### config.mk
export PLATFORM = sky130hd
export DESIGN_NAME = serial_avionics_channel_regs
export DESIGN_NICKNAME = d
export VERILOG_FILES = /design/src/avionics_chan_pkg.sv /design/src/serial_avionics_channel_regs.sv
export SDC_FILE = /design/constraint.sdc
export NUM_CORES = 2
export LEC_CHECK = 0
export BUFFER_PORTS_ARGS = -buffer_cell sky130_fd_sc_hd__buf_4
export CAP_MARGIN = 40
export CORE_MARGIN = 2
export CORE_UTILIZATION = 60
export DETAILED_ROUTE_END_ITERATION = 8
export PLACE_DENSITY = 0.82
export SYNTH_ARGS = -nofsm -noshare
export SYNTH_HDL_FRONTEND = slang
export SYNTH_HIERARCHICAL = 1
export SYNTH_SLANG_ARGS = --single-unit
### constraint.sdc
create_clock -name ref_clk -period 6.6 [get_ports ref_clk]
set_input_delay 0.66 -clock ref_clk [delete_from_list [all_inputs] [get_ports ref_clk]]
set_output_delay 0.66 -clock ref_clk [all_outputs]
set_load 0.005 [all_outputs]
### src/avionics_chan_pkg.sv
// Constants shared by the avionics serial channel register bank.
// Assumes a single 40 MHz system clock and one channel per instance.
package avionics_chan_pkg;

    // Register select codes on the host write port.
    localparam logic [1:0] SEL_RX_CTRL = 2'h0;
    localparam logic [1:0] SEL_LABEL   = 2'h1;
    localparam logic [1:0] SEL_TX_DATA = 2'h2;
    localparam logic [1:0] SEL_TX_CTRL = 2'h3;

    // Receive control bit positions.
    localparam int RXC_RATE     = 0;
    localparam int RXC_LABEL_EN = 1;
    localparam int RXC_CLR_PE   = 2;
    localparam int RXC_PARITY   = 3;
    localparam int RXC_SDI_EN   = 4;
    localparam int RXC_SDI_LO   = 5;
    localparam int RXC_SDI_HI   = 6;
    localparam int RXC_RELOAD   = 7;

    // Transmit control bit positions.
    localparam int TXC_RATE   = 0;
    localparam int TXC_LOOP   = 1;
    localparam int TXC_RSVD   = 2;
    localparam int TXC_PARITY = 3;

    // Status bit positions; empty, level and full are shared by receive and transmit status, parity is receive only.
    localparam int ST_EMPTY  = 0;
    localparam int ST_LEVEL  = 1;
    localparam int ST_FULL   = 2;
    localparam int ST_PARITY = 3;
    localparam int ST_TX_LSB = 4;

    // Positions inside a received word.
    localparam int WORD_SDI_LO = 8;
    localparam int WORD_SDI_HI = 9;
    localparam int LABEL_W     = 8;

    // Values after reset.
    localparam logic [7:0] RX_CTRL_RST = 8'h00;
    localparam logic [3:0] TX_CTRL_RST = 4'h0;
    localparam logic [7:0] STATUS_RST  = 8'h11;

    // Build-time defaults.
    localparam logic [2:0] CLK_CODE_DEFAULT   = 3'h0;
    localparam logic [3:0] CHANNEL_DEFAULT    = 4'h8;
    localparam int         FIFO_DEPTH_DEFAULT = 32;
    localparam int         FIFO_LEVEL_DEFAULT = 16;
    localparam int         FIFO_PTR_W_DEFAULT = 5;
    localparam int         LABEL_SIZE_DEFAULT = 64;
    localparam int         STAGE_DEPTH        = 4;
    localparam int         STAGE_PTR_W        = 2;

    // Input clock frequency in MHz for each selection code.
    function automatic logic [7:0] clock_mhz(input logic [2:0] code);
        case (code)
            3'h0:    clock_mhz = 8'h30;
            3'h1:    clock_mhz = 8'h04;
            3'h2:    clock_mhz = 8'h0c;
            3'h3:    clock_mhz = 8'h10;
            3'h4:    clock_mhz = 8'h14;
            3'h5:    clock_mhz = 8'h18;
            3'h6:    clock_mhz = 8'h34;
            default: clock_mhz = 8'h30;
        endcase
    endfunction : clock_mhz

endpackage : avionics_chan_pkg

### src/serial_avionics_channel_regs.sv
// Register bank, label filter and word FIFOs of one avionics serial channel.
// Assumes a serial engine that delivers and takes whole 32-bit words by valid/ready.
`timescale 1ns/1ps

module stream_fifo
    import avionics_chan_pkg::*;
#(
    parameter int WIDTH = 32,
    parameter int DEPTH = STAGE_DEPTH,
    parameter int PTR_W = STAGE_PTR_W
) (
    // Clock and reset
    input  wire logic             ref_clk,
    input  wire logic             sys_rst,
    // Filling side
    input  wire logic [WIDTH-1:0] in_data,
    input  wire logic             in_valid,
    output logic                  in_ready,
    // Draining side
    output logic      [WIDTH-1:0] out_data,
    output logic                  out_valid,
    input  wire logic             out_ready,
    // Fill level
    output logic      [PTR_W:0]   fill_count
);
    logic [WIDTH-1:0] mem [DEPTH];
    logic [PTR_W-1:0] wr_ptr;
    logic [PTR_W-1:0] rd_ptr;
    logic             push;
    logic             pop;
    logic [PTR_W:0]   next_count;

    assign push     = in_valid & in_ready;
    assign pop      = out_valid & out_ready;
    assign out_data = mem[rd_ptr];

    always_comb begin
        next_count = fill_count;
        if (push && !pop) begin
            next_count = fill_count + (PTR_W+1)'(1);
        end else if (pop && !push) begin
            next_count = fill_count - (PTR_W+1)'(1);
        end
    end

    always_ff @(posedge ref_clk) begin
        if (push) begin
            mem[wr_ptr] <= in_data;
        end
    end

    always_ff @(posedge ref_clk or posedge sys_rst) begin
        if (sys_rst) begin
            wr_ptr <= '0;
            rd_ptr <= '0;
        end else begin
            if (push) begin
                wr_ptr <= wr_ptr + PTR_W'(1);
            end
            if (pop) begin
                rd_ptr <= rd_ptr + PTR_W'(1);
            end
        end
    end

    // Flags are registered so that ready and valid come straight from flops.
    always_ff @(posedge ref_clk or posedge sys_rst) begin
        if (sys_rst) begin
            fill_count <= '0;
            in_ready   <= 1'b1;
            out_valid  <= 1'b0;
        end else begin
            fill_count <= next_count;
            in_ready   <= next_count != (PTR_W+1)'(DEPTH);
            out_valid  <= next_count != '0;
        end
    end

endmodule : stream_fifo

module serial_avionics_channel_regs
    import avionics_chan_pkg::*;
#(
    parameter logic [2:0] INPUT_CLOCK_CODE = CLK_CODE_DEFAULT,
    parameter logic [3:0] CHANNEL          = CHANNEL_DEFAULT,
    parameter int         FIFO_DEPTH       = FIFO_DEPTH_DEFAULT,
    parameter int         FIFO_LEVEL       = FIFO_LEVEL_DEFAULT,
    parameter int         FIFO_PTR_W       = FIFO_PTR_W_DEFAULT,
    parameter int         LABEL_SIZE       = LABEL_SIZE_DEFAULT
) (
    // Clock and reset
    input  wire logic        ref_clk,
    input  wire logic        sys_rst,
    // Host write port
    input  wire logic        register_write_strobe,
    input  wire logic [1:0]  target_register_code,
    input  wire logic [3:0]  write_channel,
    input  wire logic [31:0] write_data,
    // Host receive FIFO read port
    input  wire logic        read_request,
    input  wire logic [3:0]  read_channel,
    output logic      [31:0] read_data,
    // Status byte
    output logic      [7:0]  status_byte,
    // Words from the serial receiver
    input  wire logic [31:0] rx_word,
    input  wire logic        rx_word_valid,
    output logic             rx_word_ready,
    // Words to the serial transmitter
    output logic      [31:0] tx_word,
    output logic             tx_word_valid,
    input  wire logic        tx_word_ready,
    // Settings for the serial engine
    output logic      [7:0]  sample_clock_mhz,
    output logic             rx_slow_rate,
    output logic             rx_parity_even,
    output logic             tx_slow_rate,
    output logic             tx_parity_even,
    output logic             loopback_en
);
    localparam int LPTR_W = $clog2(LABEL_SIZE + 1);

    logic [7:0]            rx_ctrl;
    logic [3:0]            tx_ctrl;
    logic                  parity_fault_flag;
    logic [LABEL_W-1:0]    label_mem [LABEL_SIZE];
    logic [LPTR_W-1:0]     label_wr_ptr;
    logic                  wr_here;
    logic                  clear_pe;
    logic [31:0]           stage_data;
    logic                  stage_valid;
    logic                  take;
    logic                  label_hit;
    logic                  sdi_ok;
    logic                  parity_bad;
    logic                  accept;
    logic                  rx_in_ready;
    logic [31:0]           rx_out_data;
    logic                  rx_out_valid;
    logic                  rx_pop;
    logic [FIFO_PTR_W:0]   rx_count;
    logic                  tx_in_ready;
    logic [31:0]           tx_out_data;
    logic                  tx_out_valid;
    logic                  tx_pop;
    logic [FIFO_PTR_W:0]   tx_count;

    // The strobe is one clock long, so each write acts exactly once.
    assign wr_here  = register_write_strobe && write_channel == CHANNEL;
    assign clear_pe = wr_here && target_register_code == SEL_RX_CTRL && write_data[RXC_CLR_PE];

    always_ff @(posedge ref_clk or posedge sys_rst) begin
        if (sys_rst) begin
            rx_ctrl <= RX_CTRL_RST;
        end else if (wr_here && target_register_code == SEL_RX_CTRL) begin
            // The clear bit acts as a command and is not stored.
            rx_ctrl <= write_data[7:0] & ~(8'h01 << RXC_CLR_PE);
        end
    end

    always_ff @(posedge ref_clk or posedge sys_rst) begin
        if (sys_rst) begin
            tx_ctrl <= TX_CTRL_RST;
        end else if (wr_here && target_register_code == SEL_TX_CTRL) begin
            tx_ctrl <= write_data[3:0] & ~(4'h1 << TXC_RSVD);
        end
    end

    // Old labels stay in memory but are ignored once the pointer is zeroed.
    always_ff @(posedge ref_clk or posedge sys_rst) begin
        if (sys_rst) begin
            label_wr_ptr <= '0;
        end else if (rx_ctrl[RXC_RELOAD]) begin
            label_wr_ptr <= '0;
        end else if (wr_here && target_register_code == SEL_LABEL && label_wr_ptr != LPTR_W'(LABEL_SIZE)) begin
            label_wr_ptr <= label_wr_ptr + LPTR_W'(1);
        end
    end

    always_ff @(posedge ref_clk) begin
        if (wr_here && target_register_code == SEL_LABEL && !rx_ctrl[RXC_RELOAD]
            && label_wr_ptr != LPTR_W'(LABEL_SIZE)) begin
            label_mem[label_wr_ptr[LPTR_W-2:0]] <= write_data[LABEL_W-1:0];
        end
    end

    // Staging buffer between the serial receiver and the checks.
    stream_fifo #(
        .WIDTH (32),
        .DEPTH (STAGE_DEPTH),
        .PTR_W (STAGE_PTR_W)
    ) stage_fifo (
        .ref_clk    (ref_clk),
        .sys_rst    (sys_rst),
        .in_data    (rx_word),
        .in_valid   (rx_word_valid),
        .in_ready   (rx_word_ready),
        .out_data   (stage_data),
        .out_valid  (stage_valid),
        .out_ready  (rx_in_ready),
        .fill_count ()
    );

    always_comb begin
        label_hit = 1'b0;
        for (int i = 0; i < LABEL_SIZE; i++) begin
            if (LPTR_W'(i) < label_wr_ptr && label_mem[i] == stage_data[LABEL_W-1:0]) begin
                label_hit = 1'b1;
            end
        end
    end

    assign take       = stage_valid && rx_in_ready;
    assign sdi_ok     = !rx_ctrl[RXC_SDI_EN]
                        || (stage_data[WORD_SDI_LO] == rx_ctrl[RXC_SDI_LO]
                            && stage_data[WORD_SDI_HI] == rx_ctrl[RXC_SDI_HI]);
    assign parity_bad = (^stage_data) == rx_ctrl[RXC_PARITY];
    assign accept     = take && (!rx_ctrl[RXC_LABEL_EN] || label_hit) && sdi_ok;

    // A parity fault arriving with a clear command wins over the clear.
    always_ff @(posedge ref_clk or posedge sys_rst) begin
        if (sys_rst) begin
            parity_fault_flag <= 1'b0;
        end else if (take && parity_bad) begin
            parity_fault_flag <= 1'b1;
        end else if (clear_pe) begin
            parity_fault_flag <= 1'b0;
        end
    end

    stream_fifo #(
        .WIDTH (32),
        .DEPTH (FIFO_DEPTH),
        .PTR_W (FIFO_PTR_W)
    ) rx_fifo (
        .ref_clk    (ref_clk),
        .sys_rst    (sys_rst),
        .in_data    (stage_data),
        .in_valid   (accept),
        .in_ready   (rx_in_ready),
        .out_data   (rx_out_data),
        .out_valid  (rx_out_valid),
        .out_ready  (rx_pop),
        .fill_count (rx_count)
    );

    assign rx_pop = read_request && read_channel == CHANNEL;

    always_ff @(posedge ref_clk or posedge sys_rst) begin
        if (sys_rst) begin
            read_data <= '0;
        end else if (rx_pop) begin
            read_data <= rx_out_valid ? rx_out_data : 32'h0;
        end
    end

    // Transmit data writes are dropped by the FIFO while it is full.
    stream_fifo #(
        .WIDTH (32),
        .DEPTH (FIFO_DEPTH),
        .PTR_W (FIFO_PTR_W)
    ) tx_fifo (
        .ref_clk    (ref_clk),
        .sys_rst    (sys_rst),
        .in_data    (write_data),
        .in_valid   (wr_here && target_register_code == SEL_TX_DATA),
        .in_ready   (tx_in_ready),
        .out_data   (tx_out_data),
        .out_valid  (tx_out_valid),
        .out_ready  (tx_pop),
        .fill_count (tx_count)
    );

    assign tx_pop = tx_out_valid && (!tx_word_valid || tx_word_ready);

    always_ff @(posedge ref_clk or posedge sys_rst) begin
        if (sys_rst) begin
            tx_word       <= '0;
            tx_word_valid <= 1'b0;
        end else if (tx_pop) begin
            tx_word       <= tx_out_data;
            tx_word_valid <= 1'b1;
        end else if (tx_word_ready) begin
            tx_word_valid <= 1'b0;
        end
    end

    always_ff @(posedge ref_clk or posedge sys_rst) begin
        if (sys_rst) begin
            status_byte <= STATUS_RST;
        end else begin
            status_byte[ST_EMPTY]             <= !rx_out_valid;
            status_byte[ST_LEVEL]             <= rx_count >= (FIFO_PTR_W+1)'(FIFO_LEVEL);
            status_byte[ST_FULL]              <= !rx_in_ready;
            status_byte[ST_PARITY]            <= parity_fault_flag;
            status_byte[ST_TX_LSB+ST_EMPTY]   <= !tx_out_valid;
            status_byte[ST_TX_LSB+ST_LEVEL]   <= tx_count >= (FIFO_PTR_W+1)'(FIFO_LEVEL);
            status_byte[ST_TX_LSB+ST_FULL]    <= !tx_in_ready;
            status_byte[7]                    <= 1'b0;
        end
    end

    always_ff @(posedge ref_clk or posedge sys_rst) begin
        if (sys_rst) begin
            sample_clock_mhz <= 8'h0;
            rx_slow_rate     <= 1'b0;
            rx_parity_even   <= 1'b0;
            tx_slow_rate     <= 1'b0;
            tx_parity_even   <= 1'b0;
            loopback_en      <= 1'b0;
        end else begin
            sample_clock_mhz <= clock_mhz(INPUT_CLOCK_CODE);
            rx_slow_rate     <= rx_ctrl[RXC_RATE];
            rx_parity_even   <= rx_ctrl[RXC_PARITY];
            tx_slow_rate     <= tx_ctrl[TXC_RATE];
            tx_parity_even   <= tx_ctrl[TXC_PARITY];
            loopback_en      <= tx_ctrl[TXC_LOOP];
        end
    end
endmodule : serial_avionics_channel_regs

==> results_dict.tcl <==
set metrics [dict create \
    via_per_inst 6.63 \
    vias 61300 \
    crit_required_ps 7190 \
    wirelength_um 282000 \
    antenna_found_initial 3 \
    place.gp.congestion 0.877 \
    skew_ps 74.2 \
    relSlewSlack_pct 25.1 \
    portBuffers 159 \
    cp.arrival_ps 6510 \
    worst_pin_slew_ps 1120 \
    drt_first_pass_iters 5 \
    clk-insertion-delay-late_ps 940 \
    fin_nets 6650 \
    yosysWarningCount 6 \
    p_leak_uw 0.0415 \
    vdd_drop_max_uv 474 \
    drive_above_1_share_pct 16.1 \
    fin_tns_setup_ps 0 \
    cts_resized 0 \
    drt_iter0_drc 8043 \
    coreArea_um2 186000 \
    dieWidth_um 437 \
    final_cell_mix "edfxtp_1, mux2i_1, xnor2_1" \
    grt_usage_pct 29.4 \
    startpoint_type "flip-flop" \
    async_flop_share_pct 4.98 \
    finalSetupViolCount 0 \
    remaining_drc_errors 0 \
    n_antenna_cell 0 \
    cts_buffers 291 \
    rows 158 \
    clockRootBuffer "clkbuf_16" \
    cts_tree "done" \
    holdBufCountCts 33 \
    cts.sinks 2829 \
    final_common_cell "edfxtp_1" \
    synth_area_leaders "edfxtp_1, mux2i_1, mux4_2" \
    clock_path_buffers 4 \
    fin_crit_ps 5920 \
    antenna_left 0 \
    seq_area_frac_synth_pct 75.0 \
    hold_class "input port to flip-flop" \
    avgSynthCellArea_um2 18.1 \
    start_util_pct 60.5 \
    rsz0062_at_grt "no" \
    wl_per_cell_um 30.5 \
    dp_hpwl_um 160000 \
    grt_pass1_vias 62500 \
    ys_ff_latch 2829 \
    grt_max_degree 139 \
    fin_ws_ps 678 \
    synth_top_area_share_pct 71.8 \
    fmax_mhz 169 \
    yosysTopAreaCell "edfxtp_1" \
    cts.clk_slew.worst_paths_ps 70 \
    synth_edf_count 2688 \
    htree_levels 5 \
    grt_first_pass_wirelength_um 414000 \
    dieArea_um2 191000 \
    status "completed" \
    ys_types 80 \
    maxCapViolCount 0 \
    end_kind "flip-flop" \
    hold_viol 0 \
    place_ws_ps 874 \
    whs_ps 128 \
    path_class "flip-flop to flip-flop" \
    post-cts-setup-buffers 0 \
    synth_ff_type "edfxtp_1" \
    power.density_nw_per_um2 437 \
    critPathMaxFanout 36 \
    grt_overflow 0 \
    finalCritPeriodShare_pct 89.7 \
    ios 167 \
    drv_slew 0 \
    syn_inst 6225 \
    die_y_um 437 \
    area_delta_synth_final_pct 13.4 \
    synth.cell_area_um2 112000 \
]
cell families after synthesis:
group	after synthesis	share of synthesized area (%)
flip-flops	2829	75.0
multiplexers	1019	11.0
AND/OR/NAND/NOR	814	3.62
XOR/XNOR	582	4.53
AO/OA/AOI/OAI	574	3.71
buffers and inverters	383	1.90
adder cells (fa/ha/maj)	22	0.245
other	2	0.00668
critical path, stage by stage (launching register included):
cell     delay, ps
dfrtp_2        600
mux4_4        1120
buf_4          420
xor2_1         210
nor4_1         360
a31oi_1        200
nand4_1        230
nor4_1         120
a31oi_1        460
and2_1         540
nand2_1        140
buf_4          240
nor2_4         620
buf_16         250
cells in the mapped netlist, drive strengths merged (5+ instances only):
cell type	instances
mux2	43
mux4	170
clkbuf	86
o21ai	53
nand4	119
a31oi	16
or2	8
or3b	7
dfrtp	136
nand3b	11
a21oi	58
nor2	191
nand3	206
nand2	133
nand2b	5
o211ai	29
and2	10
or3	9
buf	269
nor2b	7
xnor2	425
a221oi	75
dfstp	5
nor4	52
and3	10
mux2i	806
a22oi	300
edfxtp	2688
ha	22
xor2	157
a211oi	9
inv	28
nor3	38
final cells by class:
class	count	area [µm²]
Clock inverter	144	1340
Multi-Input combinational cell	3019	26600
Tap cell	2480	3100
Timing Repair Buffer	379	4230
Sequential cell	2829	84300
Fill cell	11000	58300
Clock buffer	364	7830
Inverter	28	110
flip-flops by register name, summed over array words and instances, names as in the netlist, 6 cells and up:
name,flops
rx_fifo/mem,1024
tx_fifo/mem,1024
label_mem,512
stage_fifo/mem,128
read_data,32
tx_word,32
label_wr_ptr,7
rx_ctrl,7
status_byte,7
rx_fifo/fill_count,6
tx_fifo/fill_count,6
power by group:
| group | internal, µW | total (µW) | switching (µW) |
|---|---|---|---|
| Sequential | 22300 | 23100 | 796 |
| Combinational | 6190 | 16600 | 10400 |
| Clock | 9340 | 16000 | 6630 |
routing by layer:
layer	vias up	track usage, %	share of wire, %
met5	-	0	0.0089
met4	4	16.9	6.4
met3	916	4.95	9.5
met2	4075	48.1	49
met1	31100	37.6	35
li1	25200	-	-
per-stage QoR:
| stage | util, % | cells | power [µW] | area [µm²] |
|---|---|---|---|---|
| after floorplan | - | 6231 | 34200 | 112000 |
| after global placement | 62.6 | 8633 | 38800 | 116000 |
| after detailed placement | 63.5 | 8700 | 39600 | 118000 |
| after CTS | 68.6 | 9241 | 55600 | 127000 |
| after global routing | 68.6 | 9243 | 57300 | 127000 |
| final | 68.6 | 9243 | 55700 | 127000 |
worst paths after layout:
path	startpoint	end	slack [ps]	cells after the start
max	stage_fifo/rd_ptr[0]	rx_fifo/mem[20][19]	680	13
min in group asynchronous	sys_rst	stage_fifo/wr_ptr[1]	360	3
max reg2reg	stage_fifo/rd_ptr[0]	rx_fifo/mem[20][19]	680	13
min reg2reg	tx_ctrl[3]	tx_parity_even	380	0
max in group asynchronous	sys_rst	read_data[28]	4760	4
min	write_data[9]	tx_fifo/mem[6][9]	130	1
(Power assumes the default switching activity.)
